## src/include/acs_pkg.sv

```systemverilog
// Package of constants for the converter sequencing block
package acs_pkg;
    // ==========================================
    // Register offsets
    localparam logic [11:0] OFS_CTRL0 = 12'heb0;
    localparam logic [11:0] OFS_CTRL1 = 12'heb1;
    localparam logic [11:0] OFS_RES_HI = 12'heb2;
    localparam logic [11:0] OFS_RES_LO = 12'heb3;
    localparam logic [11:0] OFS_ANA_CFG = 12'heb4;
    localparam logic [11:0] OFS_PORT_IN = 12'heb5;
    localparam logic [11:0] OFS_STATUS = 12'heb6;
    localparam logic [11:0] OFS_TRIG_SEL = 12'heb8;
    // ==========================================
    // Field positions
    localparam int C0_ON = 0;
    localparam int C0_GO = 1;
    localparam int C0_CHS = 2;
    localparam int C1_CS = 0;
    localparam int C1_ACQ = 3;
    localparam int C1_CAL = 6;
    localparam int C1_MODE12 = 7;
    localparam int ST_DONE = 0;
    localparam int ST_STATE = 1;
    // ==========================================
    // Reset values
    localparam logic [7:0] RST_CTRL0 = 8'h00;
    localparam logic [7:0] RST_CTRL1 = 8'h00;
    localparam logic [7:0] RST_ANA_CFG = 8'hff;
    localparam logic [1:0] RST_TRIG_SEL = 2'h0;
    // ==========================================
    // Timing counts in conversion bit periods or clocks
    localparam logic [4:0] CONV_TAD_10 = 5'h0b;
    localparam logic [4:0] CONV_TAD_12 = 5'h0d;
    localparam logic [4:0] POST_TAD = 5'h02;
    localparam logic [4:0] INSTR_CLKS = 5'h04;
    localparam logic [2:0] ACQ_NONE = 3'h0;
    // ==========================================
    // Selections
    localparam logic [1:0] TRG_COMPARE = 2'h0;
    localparam logic [1:0] TRG_CHARGE = 2'h1;
    localparam logic [1:0] TRG_TIMER = 2'h2;
    localparam logic [1:0] TRG_CALENDAR = 2'h3;
    localparam logic [1:0] CS_RC = 2'h3;
    typedef enum logic [2:0] {
        ST_IDLE = 3'b000,
        ST_WAIT = 3'b001,
        ST_ACQ = 3'b010,
        ST_CONV = 3'b011,
        ST_POST = 3'b100
    } acs_state_t;
endpackage

```

## src/design/acs_sequencer.sv

```systemverilog
// Conversion sequencer of a successive-approximation converter
// Function
// - 10-bit takes 11, 12-bit 13 periods
// - Clock select field sets bit period
// - Analog pins read zero on port
// - Sequence ignores channel and direction bits
// - No acquisition: start after one instruction
// - Acquisition code 010 samples four periods
// - Clearing go aborts, result untouched
// - Result keeps last conversion or write
// - Two period wait then sampling resumes
// - Enabled trigger sets go like software
// - Disabled converter ignores triggers
// - Trigger source field selects origin
// - Compare trigger clears timer always
// - Calibration request stores offset, compensates later
// - Completion loads result (offset on a calibration run), clears go, flags
// - Acquisition field resets to none
`timescale 1ns/1ns
module acs_sequencer (
    input wire logic ref_clk_i,
    input wire logic sys_rst_i,
    input wire logic [11:0] addr_i,
    input wire logic [7:0] wdata_i,
    input wire logic wr_i,
    input wire logic rd_i,
    output logic [7:0] rdata_o,
    input wire logic rc_clk_i,
    input wire logic cmp_i,
    input wire logic [7:0] port_pins_i,
    input wire logic trig_compare_i,
    input wire logic trig_charge_i,
    input wire logic trig_timer_i,
    input wire logic trig_calendar_i,
    output logic timer_clear_o,
    output logic sample_o,
    output logic [3:0] channel_select_o,
    output logic [11:0] dac_code_o
);
    // ==========================================
    // Synchronisers for pin inputs
    logic [2:0] rc_sync_ff;
    logic [1:0] cmp_sync_ff;
    logic [7:0] pin_s1_ff;
    logic [7:0] pin_s2_ff;

    always_ff @(posedge ref_clk_i or posedge sys_rst_i) begin
        if (sys_rst_i) begin
            rc_sync_ff <= 3'h0;
            cmp_sync_ff <= 2'h0;
            pin_s1_ff <= 8'h00;
            pin_s2_ff <= 8'h00;
        end else begin
            rc_sync_ff <= {rc_sync_ff[1:0], rc_clk_i};
            cmp_sync_ff <= {cmp_sync_ff[0], cmp_i};
            pin_s1_ff <= port_pins_i;
            pin_s2_ff <= pin_s1_ff;
        end
    end

    // ==========================================
    // Registers and state
    logic [7:0] ctrl0_ff, nxt_ctrl0;
    logic [7:0] ctrl1_ff, nxt_ctrl1;
    logic [7:0] ana_cfg_ff, nxt_ana_cfg;
    logic [1:0] trig_sel_ff, nxt_trig_sel;
    logic [11:0] result_ff, nxt_result;
    logic [11:0] offset_ff, nxt_offset;
    logic done_ff, nxt_done;
    logic [7:0] rdata_ff, nxt_rdata;
    logic timer_clr_ff, nxt_timer_clr;
    acs_pkg::acs_state_t state_ff, nxt_state;
    logic [4:0] cnt_ff, nxt_cnt;
    logic [5:0] div_ff, nxt_div;
    logic [11:0] sar_ff, nxt_sar;
    logic [11:0] trial_ff, nxt_trial;
    logic cal_run_ff, nxt_cal_run;

    logic conv_on;
    logic go;
    logic [2:0] clk_sel;
    logic [2:0] acq_sel;
    logic mode12;
    logic [5:0] div_last;
    logic tick;
    logic trig_pick;
    logic wr_ctrl0;
    logic [4:0] conv_len;
    logic [4:0] acq_len;

    assign conv_on = ctrl0_ff[acs_pkg::C0_ON];
    assign go = ctrl0_ff[acs_pkg::C0_GO];
    assign clk_sel = ctrl1_ff[acs_pkg::C1_CS +: 3];
    assign acq_sel = ctrl1_ff[acs_pkg::C1_ACQ +: 3];
    assign mode12 = ctrl1_ff[acs_pkg::C1_MODE12];
    assign wr_ctrl0 = wr_i && (addr_i == acs_pkg::OFS_CTRL0);
    assign conv_len = mode12 ? acs_pkg::CONV_TAD_12 : acs_pkg::CONV_TAD_10;
    assign acq_len = {1'b0, acq_sel, 1'b0};

    // ==========================================
    // Bit period divider
    // Divide ratio is 2 shifted by twice the low pair plus the top bit
    always_comb begin
        div_last = 6'((7'h02 << {clk_sel[1:0], 1'b0} + {2'h0, clk_sel[2]}) - 7'h01);
        if (clk_sel[1:0] == acs_pkg::CS_RC) begin
            tick = rc_sync_ff[1] && !rc_sync_ff[2];
            nxt_div = 6'h00;
        end else begin
            tick = (div_ff == div_last);
            nxt_div = tick ? 6'h00 : div_ff + 6'h01;
        end
    end

    // ==========================================
    // Trigger selection
    always_comb begin
        unique case (trig_sel_ff)
            acs_pkg::TRG_COMPARE: trig_pick = trig_compare_i;
            acs_pkg::TRG_CHARGE: trig_pick = trig_charge_i;
            acs_pkg::TRG_TIMER: trig_pick = trig_timer_i;
            acs_pkg::TRG_CALENDAR: trig_pick = trig_calendar_i;
        endcase
        nxt_timer_clr = trig_compare_i;
    end

    // ==========================================
    // Register writes and sequencer
    always_comb begin
        nxt_ctrl0 = ctrl0_ff;
        nxt_ctrl1 = ctrl1_ff;
        nxt_ana_cfg = ana_cfg_ff;
        nxt_trig_sel = trig_sel_ff;
        nxt_result = result_ff;
        nxt_offset = offset_ff;
        nxt_done = done_ff;
        nxt_state = state_ff;
        nxt_cnt = cnt_ff;
        nxt_sar = sar_ff;
        nxt_trial = trial_ff;
        nxt_cal_run = cal_run_ff;
        if (wr_i) begin
            unique case (addr_i)
                acs_pkg::OFS_CTRL0: begin
                    nxt_ctrl0 = wdata_i;
                    // Go only counts once the converter was already on
                    nxt_ctrl0[acs_pkg::C0_GO] = wdata_i[acs_pkg::C0_GO] && conv_on;
                end
                acs_pkg::OFS_CTRL1: nxt_ctrl1 = wdata_i;
                acs_pkg::OFS_RES_HI: nxt_result[11:8] = wdata_i[3:0];
                acs_pkg::OFS_RES_LO: nxt_result[7:0] = wdata_i;
                acs_pkg::OFS_ANA_CFG: nxt_ana_cfg = wdata_i;
                acs_pkg::OFS_STATUS: begin
                    if (!wdata_i[acs_pkg::ST_DONE]) begin
                        nxt_done = 1'b0;
                    end
                end
                acs_pkg::OFS_TRIG_SEL: nxt_trig_sel = wdata_i[1:0];
                default: begin
                end
            endcase
        end
        unique case (state_ff)
            acs_pkg::ST_IDLE: begin
                if (go) begin
                    nxt_cnt = 5'h00;
                    if (acq_sel == acs_pkg::ACQ_NONE) begin
                        nxt_state = acs_pkg::ST_WAIT;
                    end else begin
                        nxt_state = acs_pkg::ST_ACQ;
                    end
                end
            end
            acs_pkg::ST_WAIT: begin
                nxt_cnt = cnt_ff + 5'h01;
                if (cnt_ff == acs_pkg::INSTR_CLKS - 5'h01) begin
                    nxt_state = acs_pkg::ST_CONV;
                    nxt_cnt = 5'h00;
                end
            end
            acs_pkg::ST_ACQ: begin
                if (tick) begin
                    nxt_cnt = cnt_ff + 5'h01;
                    if (cnt_ff == acq_len - 5'h01) begin
                        nxt_state = acs_pkg::ST_CONV;
                        nxt_cnt = 5'h00;
                    end
                end
            end
            acs_pkg::ST_CONV: begin
                if (tick) begin
                    nxt_cnt = cnt_ff + 5'h01;
                    if (cnt_ff == 5'h00) begin
                        // First period holds the sample and loads the top trial
                        nxt_cal_run = ctrl1_ff[acs_pkg::C1_CAL];
                        nxt_trial = mode12 ? 12'h800 : 12'h200;
                        nxt_sar = nxt_trial;
                    end else begin
                        nxt_sar = cmp_sync_ff[1] ? sar_ff : sar_ff & ~trial_ff;
                        nxt_trial = trial_ff >> 1;
                        nxt_sar = nxt_sar | nxt_trial;
                    end
                    if (cnt_ff == conv_len - 5'h01) begin
                        if (cal_run_ff) begin
                            nxt_offset = nxt_sar;
                        end else begin
                            nxt_result = (nxt_sar > offset_ff) ?
                                nxt_sar - offset_ff : 12'h000;
                        end
                        nxt_done = 1'b1;
                        nxt_ctrl0[acs_pkg::C0_GO] = 1'b0;
                        nxt_state = acs_pkg::ST_POST;
                        nxt_cnt = 5'h00;
                    end
                end
            end
            acs_pkg::ST_POST: begin
                if (tick) begin
                    nxt_cnt = cnt_ff + 5'h01;
                    if (cnt_ff == acs_pkg::POST_TAD - 5'h01) begin
                        nxt_state = acs_pkg::ST_IDLE;
                    end
                end
            end
            default: nxt_state = acs_pkg::ST_IDLE;
        endcase
        // Abort leaves the result pair alone
        if (!go && (state_ff == acs_pkg::ST_WAIT || state_ff == acs_pkg::ST_ACQ ||
                state_ff == acs_pkg::ST_CONV)) begin
            nxt_state = acs_pkg::ST_POST;
            nxt_result = result_ff;
            nxt_cnt = 5'h00;
        end
        // Trigger acts like a software start, set beats a hardware clear
        if (trig_pick && conv_on) begin
            nxt_ctrl0[acs_pkg::C0_GO] = 1'b1;
        end
        if (wr_ctrl0 && wdata_i[acs_pkg::C0_GO] && conv_on) begin
            nxt_ctrl0[acs_pkg::C0_GO] = 1'b1;
        end
        if (!nxt_ctrl0[acs_pkg::C0_ON]) begin
            nxt_ctrl0[acs_pkg::C0_GO] = 1'b0;
            nxt_state = acs_pkg::ST_IDLE;
        end
    end

    // ==========================================
    // Read data, one cycle after the strobe
    always_comb begin
        nxt_rdata = 8'h00;
        if (rd_i) begin
            unique case (addr_i)
                acs_pkg::OFS_CTRL0: nxt_rdata = ctrl0_ff;
                acs_pkg::OFS_CTRL1: nxt_rdata = ctrl1_ff;
                acs_pkg::OFS_RES_HI: nxt_rdata = {4'h0, result_ff[11:8]};
                acs_pkg::OFS_RES_LO: nxt_rdata = result_ff[7:0];
                acs_pkg::OFS_ANA_CFG: nxt_rdata = ana_cfg_ff;
                acs_pkg::OFS_PORT_IN: nxt_rdata = pin_s2_ff & ana_cfg_ff;
                acs_pkg::OFS_STATUS: nxt_rdata = {4'h0, state_ff, done_ff};
                acs_pkg::OFS_TRIG_SEL: nxt_rdata = {6'h00, trig_sel_ff};
                default: nxt_rdata = 8'h00;
            endcase
        end
    end

    // ==========================================
    // State registers
    always_ff @(posedge ref_clk_i or posedge sys_rst_i) begin
        if (sys_rst_i) begin
            ctrl0_ff <= acs_pkg::RST_CTRL0;
            ctrl1_ff <= acs_pkg::RST_CTRL1;
            ana_cfg_ff <= acs_pkg::RST_ANA_CFG;
            trig_sel_ff <= acs_pkg::RST_TRIG_SEL;
            result_ff <= 12'h000;
            offset_ff <= 12'h000;
            done_ff <= 1'b0;
            rdata_ff <= 8'h00;
            timer_clr_ff <= 1'b0;
            state_ff <= acs_pkg::ST_IDLE;
            cnt_ff <= 5'h00;
            div_ff <= 6'h00;
            sar_ff <= 12'h000;
            trial_ff <= 12'h000;
            cal_run_ff <= 1'b0;
        end else begin
            ctrl0_ff <= nxt_ctrl0;
            ctrl1_ff <= nxt_ctrl1;
            ana_cfg_ff <= nxt_ana_cfg;
            trig_sel_ff <= nxt_trig_sel;
            result_ff <= nxt_result;
            offset_ff <= nxt_offset;
            done_ff <= nxt_done;
            rdata_ff <= nxt_rdata;
            timer_clr_ff <= nxt_timer_clr;
            state_ff <= nxt_state;
            cnt_ff <= nxt_cnt;
            div_ff <= nxt_div;
            sar_ff <= nxt_sar;
            trial_ff <= nxt_trial;
            cal_run_ff <= nxt_cal_run;
        end
    end

    // ==========================================
    // Outputs
    // Channel select only steers the front end, never the sequence
    assign channel_select_o = ctrl0_ff[acs_pkg::C0_CHS +: 4];
    assign sample_o = conv_on && (state_ff == acs_pkg::ST_IDLE ||
        state_ff == acs_pkg::ST_WAIT || state_ff == acs_pkg::ST_ACQ);
    assign dac_code_o = sar_ff;
    assign rdata_o = rdata_ff;
    assign timer_clear_o = timer_clr_ff;
endmodule

```

## config.mk

```make
export PLATFORM = sky130hd
export DESIGN_NAME = acs_sequencer
export DESIGN_NICKNAME = d
export VERILOG_FILES = /design/src/include/acs_pkg.sv /design/src/design/acs_sequencer.sv
export SDC_FILE = /design/constraint.sdc
export NUM_CORES = 1
export LEC_CHECK = 0
export ABC_AREA = 1
export BUFFER_PORTS_ARGS = -buffer_cell sky130_fd_sc_hd__buf_2
export CORE_MARGIN = 3
export CORE_UTILIZATION = 60
export DETAILED_ROUTE_END_ITERATION = 7
export GPL_TIMING_DRIVEN = 0
export PLACE_DENSITY_LB_ADDON = 0.25
export SLEW_MARGIN = 20
export SYNTH_ARGS = -nofsm -noshare
export SYNTH_HDL_FRONTEND = slang
export SYNTH_SLANG_ARGS = --single-unit
```

## constraint.sdc

```tcl
create_clock -name ref_clk_i -period 5.95 [get_ports ref_clk_i]
set_clock_uncertainty 0.15 [all_clocks]
set_input_delay 1.19 -clock ref_clk_i [delete_from_list [all_inputs] [get_ports ref_clk_i]]
set_output_delay 1.19 -clock ref_clk_i [all_outputs]
set_load 0.005 [all_outputs]
```

==> results of run 1 <==
## metrics by stage
step           setup slack, ps  hold slack (ps)  cells
2_1_floorplan             1440              181    912
3_3_place_gp               119              182   1115
3_5_place_dp              2180              185   1116
4_1_cts                   2170              200   1148
5_1_grt                   1800              203   1148
6_report                  2090              197   1148
## flip-flops by register name, indices dropped and copies added (netlist names), 5 cells and up
register	cells
ctrl1_ff	8
pin_s2_ff	8
ana_cfg_ff	8
result_ff	12
dac_code_o	12
trial_ff	12
div_ff	6
pin_s1_ff	8
rdata_o	8
offset_ff	12
ctrl0_ff	8
cnt_ff	5
## power by group through the flow
stage                     clock network [uW]  registers [uW]  logic (uW)
after global routing                    1160            1010        1010
final                                   1110             996         877
after global placement                     0            1000         846
after detailed placement                   0            1000         867
after floorplan                            0             981         669
after CTS                               1130             992         870
## metal layers
layer / vias to the layer above / track usage [%] / part of all wire (%)
li1: 3125 / - / -
met1: 2987 / 39.1 / 44
met4: 0 / 10.5 / 2.1
met5: - / 0 / 0
met2: 207 / 45.2 / 48
met3: 39 / 5.99 / 5.9
## layout make-up
type | instances | area, um^2
Multi-Input combinational cell | 640 | 3260
Sequential cell | 120 | 3010
Fill cell | 855 | 2960
Inverter | 126 | 478
Clock buffer | 17 | 425
Timing Repair Buffer | 64 | 343
Clock inverter | 15 | 214
Tap cell | 140 | 175
Buffer | 26 | 166
## how the worst min path moves through the flow
stage / startpoint / to / slack (ps)
finish: pin_s1_ff[6] / pin_s2_ff[6] / 200
global route: pin_s1_ff[7] / pin_s2_ff[7] / 200
CTS: pin_s1_ff[6] / pin_s2_ff[6] / 200
floorplan: cmp_sync_ff[0] / cmp_sync_ff[1] / 180
detailed placement: pin_s1_ff[3] / pin_s2_ff[3] / 180
global placement: pin_s1_ff[3] / pin_s2_ff[3] / 180
## cells by family after synthesis
kind of cell / share of synthesized area [%]
AND/OR/NAND/NOR: 29.4
buffers and inverters: 9.26
flip-flops: 43.6
adder cells (fa/ha/maj): 3.73
XOR/XNOR: 1.78
AO/OA/AOI/OAI: 12.2
## cells in the final DEF (no fill, tap or decap), types with 4 or more instances in the layout
cell and count:
nand2_1 282, inv_1 116, dfrtp_1 112, nand3_1 71
buf_2 70, o21ai_0 65, nor2_1 57, nand4_1 25
ha_1 19, clkbuf_16 17, a21oi_1 16, o21ai_1 13
a21boi_0 11, o21ai_2 10, xor2_1 9, inv_2 8
clkbuf_1 8, dfstp_2 8, o211ai_1 7, buf_6 6
xnor2_1 5, nor3_1 5, inv_6 5, nor2_2 4
nor2_4 4, nand2_2 4, o2111ai_1 4, buf_4 4
bufinv_16 4, clkinvlp_4 4
## synth_stat cells, types with 6 or more instances
library cell / instances / area share [%]
buf_6: 6 / 0.98
nand4_1: 25 / 2.3
nor2_1: 57 / 3.1
o21ai_1: 13 / 0.94
dfstp_2: 8 / 3.0
dfrtp_1: 112 / 41
inv_1: 117 / 6.4
inv_2: 8 / 0.43
ha_1: 19 / 3.4
buf_2: 7 / 0.51
o21ai_0: 65 / 4.7
nand3_1: 71 / 5.1
clkbuf_1: 8 / 0.43
a21oi_1: 16 / 1.2
nand2_1: 282 / 15
o211ai_1: 7 / 0.76
xor2_1: 9 / 1.1
o21ai_2: 10 / 1.3
a21boi_0: 11 / 1.2
==> run summary, run 1 <==
Syn Inst Count - 912
# rows - 38
Worst EP required - 6110 ps
Nets - 1,053
# diodes - 0
Initial core utilization - 62.6%
Final worst-path cycle share - 64.8%
Worst VDD drop - 348 uV
GP Congestion - 0.913
CP most frequent cell - nand3_1
CTS tree - built
Power Internal - 1920 uW
Yosys warns - 0
Syn Area/Cell - 7.57 um^2
Slew headroom - 56.1%
Post-layout util - 73.2%
Worst setup EP type - register
Die W - 113 um
Top delay family on crit path - simple AND/OR/NAND/NOR gates
Sw Share - 35.9%
First-pass GRT wire length - 29,200 um
Share of layout cells above drive strength 1 - 16.0%
Clock power frac - 37.3%
Syn Nets - 970
Hold Crit Class - reg2reg
Critical path type - reg2reg
Wire per inst - 15.0 um
Worst-case clock buffer depth - 2
Hold Vio Cnt, Final - 0
Vias post-DR - 6,358
Fin area - 8070 um^2
CP bufs+invs - 4
Max-cap violations - 0
Dominant synthesized flop cell - dfrtp_1
Number of global-route vias before repair - 6,103
Vias per cell - 5.54
Largest net degree at the start of global routing - 74
GR Overflow Total - 0
Status - complete, no violations
Die area - 12,800 um^2
Leak - 0.00420 uW
DPL Wire Length - 12,200 um
Slew Viols, Final - 0
Antenna Nets Post-Route - 0
Worst reg2reg path depth - 18
Worst-path maximum fanout - 10
Clock sink count - 120
Largest stage delay, worst path - 460 ps
Pwr Density - 370 nW/um^2
Sequential power share - 33.3%
Switching pwr - 1070 uW
DRT Wirelength - 17,200 um
Worst path depth - 18
Initial antenna violation count - 0
Yosys reg bits - 120
H-tree Lvls - 4
Total power - 2990 uW
Flop2flop setup slack - 2090 ps
Core Area - 11,000 um^2
Post-synth EDFFs - 0
# hold bufs at CTS - 0
Unique cell type count in the Yosys netlist - 46
Setup TNS - 0 ps
Hold Path Stages - 0
Crit. Startpoint - cnt_ff[2]
Worst-Margin Slew - 659 ps
Chip height - 113 um
DRC - 0
Worst-Skew Late Latency - 430 ps
Final setup viols - 0
Clock Root Buffer - clkbuf_16
FMAX - 0.259 GHz
Clock-pin slew on the worst setup and hold paths - 60 ps
Area Growth Syn to Fin - 16.8%
I/O pin count - 64
Post-CTS Setup Repair Bufs - 0
Startpoint Class - register
Comb power frac - 29.4%
CP Cell Sequence - buf_2 -> nor2_1 -> nand3_1 -> clkbuf_1 -> o21ai_0 -> ha_1 -> inv_1 -> fa_1 -> nand3_1 -> nand3_1 -> nand3_1 -> nand3_1 -> nand2_1 -> clkinv_1 -> nand2_1 -> nand4_1 -> nand3_1 -> nand2_1
Total CTS buffers - 17
RSZ-0062 raised after global routing - no
Register area share after synthesis - 43.6%
CP max stage cell - fa_1
Async set-reset flop share out of synthesis - 100%
Placed Area - 7430 um^2
GR Util All Layers - 28.6%
Initial DRT Pass Iterations - 5
Number of DRC markers in iteration 0 - 568
Tmin final - 3860 ps
R2R Path End - result_ff[6]
Buffers on Ports - 63
Worst EP arrival - 4020 ps
Syn Std Cell Area - 6910 um^2
Worst setup path endpoint - result_ff[6]
Critical R2R Launch - cnt_ff[2]
Post_cts resized - 0
Power figures use the tool's default switching activity.
==> run 2, diff against run 1 <==
- CORE_UTILIZATION: 60 -> 54
- clock period: 5.95 -> 3.4 ns (I/O delays scaled with it)
==> run 2 against run 1 <==
Final cell count is 2.7% higher. Clock power grew 68%. Sequential power up 75%. Utilization decreased by 6.3 points. Highest routed layer unchanged. Non-clock buffer count grew 3. Largest power group unchanged. Global-route usage is 4.1 points lower. Register-to-register slack got worse by 1800 ps.
==> run summary, run 2 (synthesis gave the netlist of run 1 again) <==
Most frequent cells in the layout - nand2_1 (282), inv_1 (116), dfrtp_1 (110) (was nand2_1 (282), inv_1 (116), dfrtp_1 (112))
Final setup viols - 0 (unchanged)
# diodes - 0 (unchanged)
Vias post-DR - 6,217 (was 6,358)
Antenna Nets Post-Route - 0 (unchanged)
Core Area - 12,300 um^2 (was 11,000 um^2)
Worst EP required - 3560 ps (was 6110 ps)
Worst EP arrival - 3250 ps (was 4020 ps)
Worst-case clock buffer depth - 2 (unchanged)
Critical R2R Launch - cnt_ff[1] (was cnt_ff[2])
Fillers - 1,067 (was 855)
Buffers on Ports - 63 (unchanged)
Flop2flop setup slack - 310 ps (was 2090 ps)
DRC - 0 (unchanged)
CP bufs+invs - 4 (unchanged)
Placed Area - 7530 um^2 (was 7430 um^2)
Hold Crit Class - in2async (was reg2reg)
Clock sink count - 120 (unchanged)
Initial DRT Pass Iterations - 6 (was 5)
GP Congestion - 0.913 (about the same)
I/O pin count - 64 (unchanged)
CP max stage cell - dfrtp_2 (was fa_1)
Area Growth Syn to Fin - 18.6% (was 16.8%)
Leak - 0.00424 uW (was 0.00420 uW)
H-tree Lvls - 4 (unchanged)
Die area - 14,200 um^2 (was 12,800 um^2)
# rows - 40 (was 38)
Slew headroom - 63.6% (was 56.1%)
Most common cell after layout, fill and taps aside - nand2_1 (unchanged)
Max-cap violations - 0 (unchanged)
Final worst-path cycle share - 90.9% (was 64.8%)
Top delay family on crit path - simple AND/OR/NAND/NOR gates (unchanged)
Min Hold Slack - 142 ps (was 197 ps)
Pwr Density - 632 nW/um^2 (was 370 nW/um^2)
CP most frequent cell - nand2_1 (was nand3_1)
Worst setup EP type - register (unchanged)
Initial core utilization - 56.3% (was 62.6%)
Status - complete, no violations (unchanged)
CP Cell Sequence - inv_2 -> ha_1 -> nand3_4 -> buf_4 -> o21ai_0 -> inv_1 -> ha_1 -> nand2_1 -> nor2_1 -> nand3_1 -> nand2_1 -> clkinv_2 -> nand2_1 -> nand4_1 -> nand3_1 -> nand2_1 (was buf_2 -> nor2_1 -> nand3_1 -> clkbuf_1 -> o21ai_0 -> ha_1 -> inv_1 -> fa_1 -> nand3_1 -> nand3_1 -> nand3_1 -> nand3_1 -> nand2_1 -> clkinv_1 -> nand2_1 -> nand4_1 -> nand3_1 -> nand2_1)
GR Overflow Total - 0 (unchanged)
Hold Vio Cnt, Final - 0 (unchanged)
Largest stage delay, worst path - 440 ps (was 460 ps)
Number of DRC markers in iteration 0 - 624 (was 568)
Startpoint Class - register (unchanged)
Initial antenna violation count - 0 (unchanged)
DRT Wirelength - 16,600 um (was 17,200 um)
Total CTS buffers - 17 (unchanged)
GR Util All Layers - 24.5% (was 28.6%)
FMAX - 0.324 GHz (was 0.259 GHz)
Worst VDD drop - 528 uV (was 348 uV)
DPL Wire Length - 12,400 um (was 12,200 um)
Worst reg2reg path depth - 16 (was 18)
Share of layout cells above drive strength 1 - 17.3% (was 16.0%)
Worst-Margin Slew - 544 ps (was 659 ps)
Number of global-route vias before repair - 5,791 (was 6,103)
Worst-path maximum fanout - 10 (unchanged)
Nets - 1,056 (was 1,053)
CTS tree - built (unchanged)
Vias per cell - 5.27 (was 5.54)
R2R Path End - result_ff[6] (unchanged)
Critical path type - reg2reg (unchanged)
First-pass GRT wire length - 28,000 um (was 29,200 um)
Die W - 119 um (was 113 um)
Slew Viols, Final - 0 (unchanged)
Largest net degree at the start of global routing - 35 (was 74)
Chip height - 119 um (was 113 um)
Post-CTS Setup Repair Bufs - 0 (unchanged)
Worst-Skew Late Latency - 420 ps (was 430 ps)
Fin area - 8190 um^2 (was 8070 um^2)
Tmin final - 3090 ps (was 3860 ps)
Wire per inst - 14.1 um (was 15.0 um)
Clock Root Buffer - clkbuf_16 (unchanged)
Clock-pin slew on the worst setup and hold paths - 60 ps (about the same)
[run 2: report_power, final]
group	leakage [uW]	switching, uW	internal [uW]
combinational	0.00244	1020	543
sequential	0.00150	147	1600
clock	0.000301	699	1170
total	0.00424	1870	3310
[run 2: worst max path at each step]
stage	slack (ps)	to	cells past startpoint	startpoint
after CTS	50	result_ff[6]	18	cnt_ff[2]
final	310	result_ff[6]	16	cnt_ff[1]
after detailed placement	-330	result_ff[6]	18	cnt_ff[2]
after floorplan	370	result_ff[6]	18	cnt_ff[2]
after global placement	-330	result_ff[6]	18	cnt_ff[2]
after global routing	-2	result_ff[6]	17	cnt_ff[1]
[run 2: timing repair]
item / in CTS / in global routing
hold buffers: 0 / 0
setup endpoints to repair: 12 / 12
cloned: 0 / 0
resized for setup: 7 / 9
[run 2: through the flow]
step                util [%]  setup TNS, ps  setup WS, ps  instances  power [uW]
floorplan                  -              0           367        912        2890
global placement        60.7          -2700          -329       1143        3250
detailed placement      61.4          -2780          -328       1147        3290
CTS                     66.6              0          54.2       1179        5180
global route            66.8          -1.59         -1.59       1179        5500
finish                  66.8              0           311       1179        5180
[run 2: layout make-up]
class	instances	area, um^2	area share (%)
tap	168	210	2.57
inverter	126	478	5.83
buffer	26	171	2.09
sequential	120	3020	36.8
multi-input combinational	640	3290	40.2
clock buffer	17	425	5.19
clock inverter	15	189	2.31
timing repair buffer	67	410	5.01
[run 2: metal layers]
| layer | track usage [%] | vias to the layer above | wire length (um) |
|---|---|---|---|
| li1 | - | 3119 | - |
| met1 | 35.1 | 2907 | 7680 |
| met2 | 37.1 | 177 | 7670 |
| met3 | 6.17 | 14 | 1040 |
| met4 | 6.66 | 0 | 220 |
| met5 | 0 | - | 0 |
[run 2: worst reg2reg max path: stages (launching register included)]
cell      delay, ps
dfrtp_2         440
inv_2           100
ha_1            190
nand3_4         120
buf_4           200
o21ai_0         150
inv_1           160
ha_1            380
nand2_1         110
nor2_1          200
nand3_1         150
nand2_1         120
clkinv_2        120
nand2_1         100
nand4_1         110
nand3_1         120
nand2_1          60
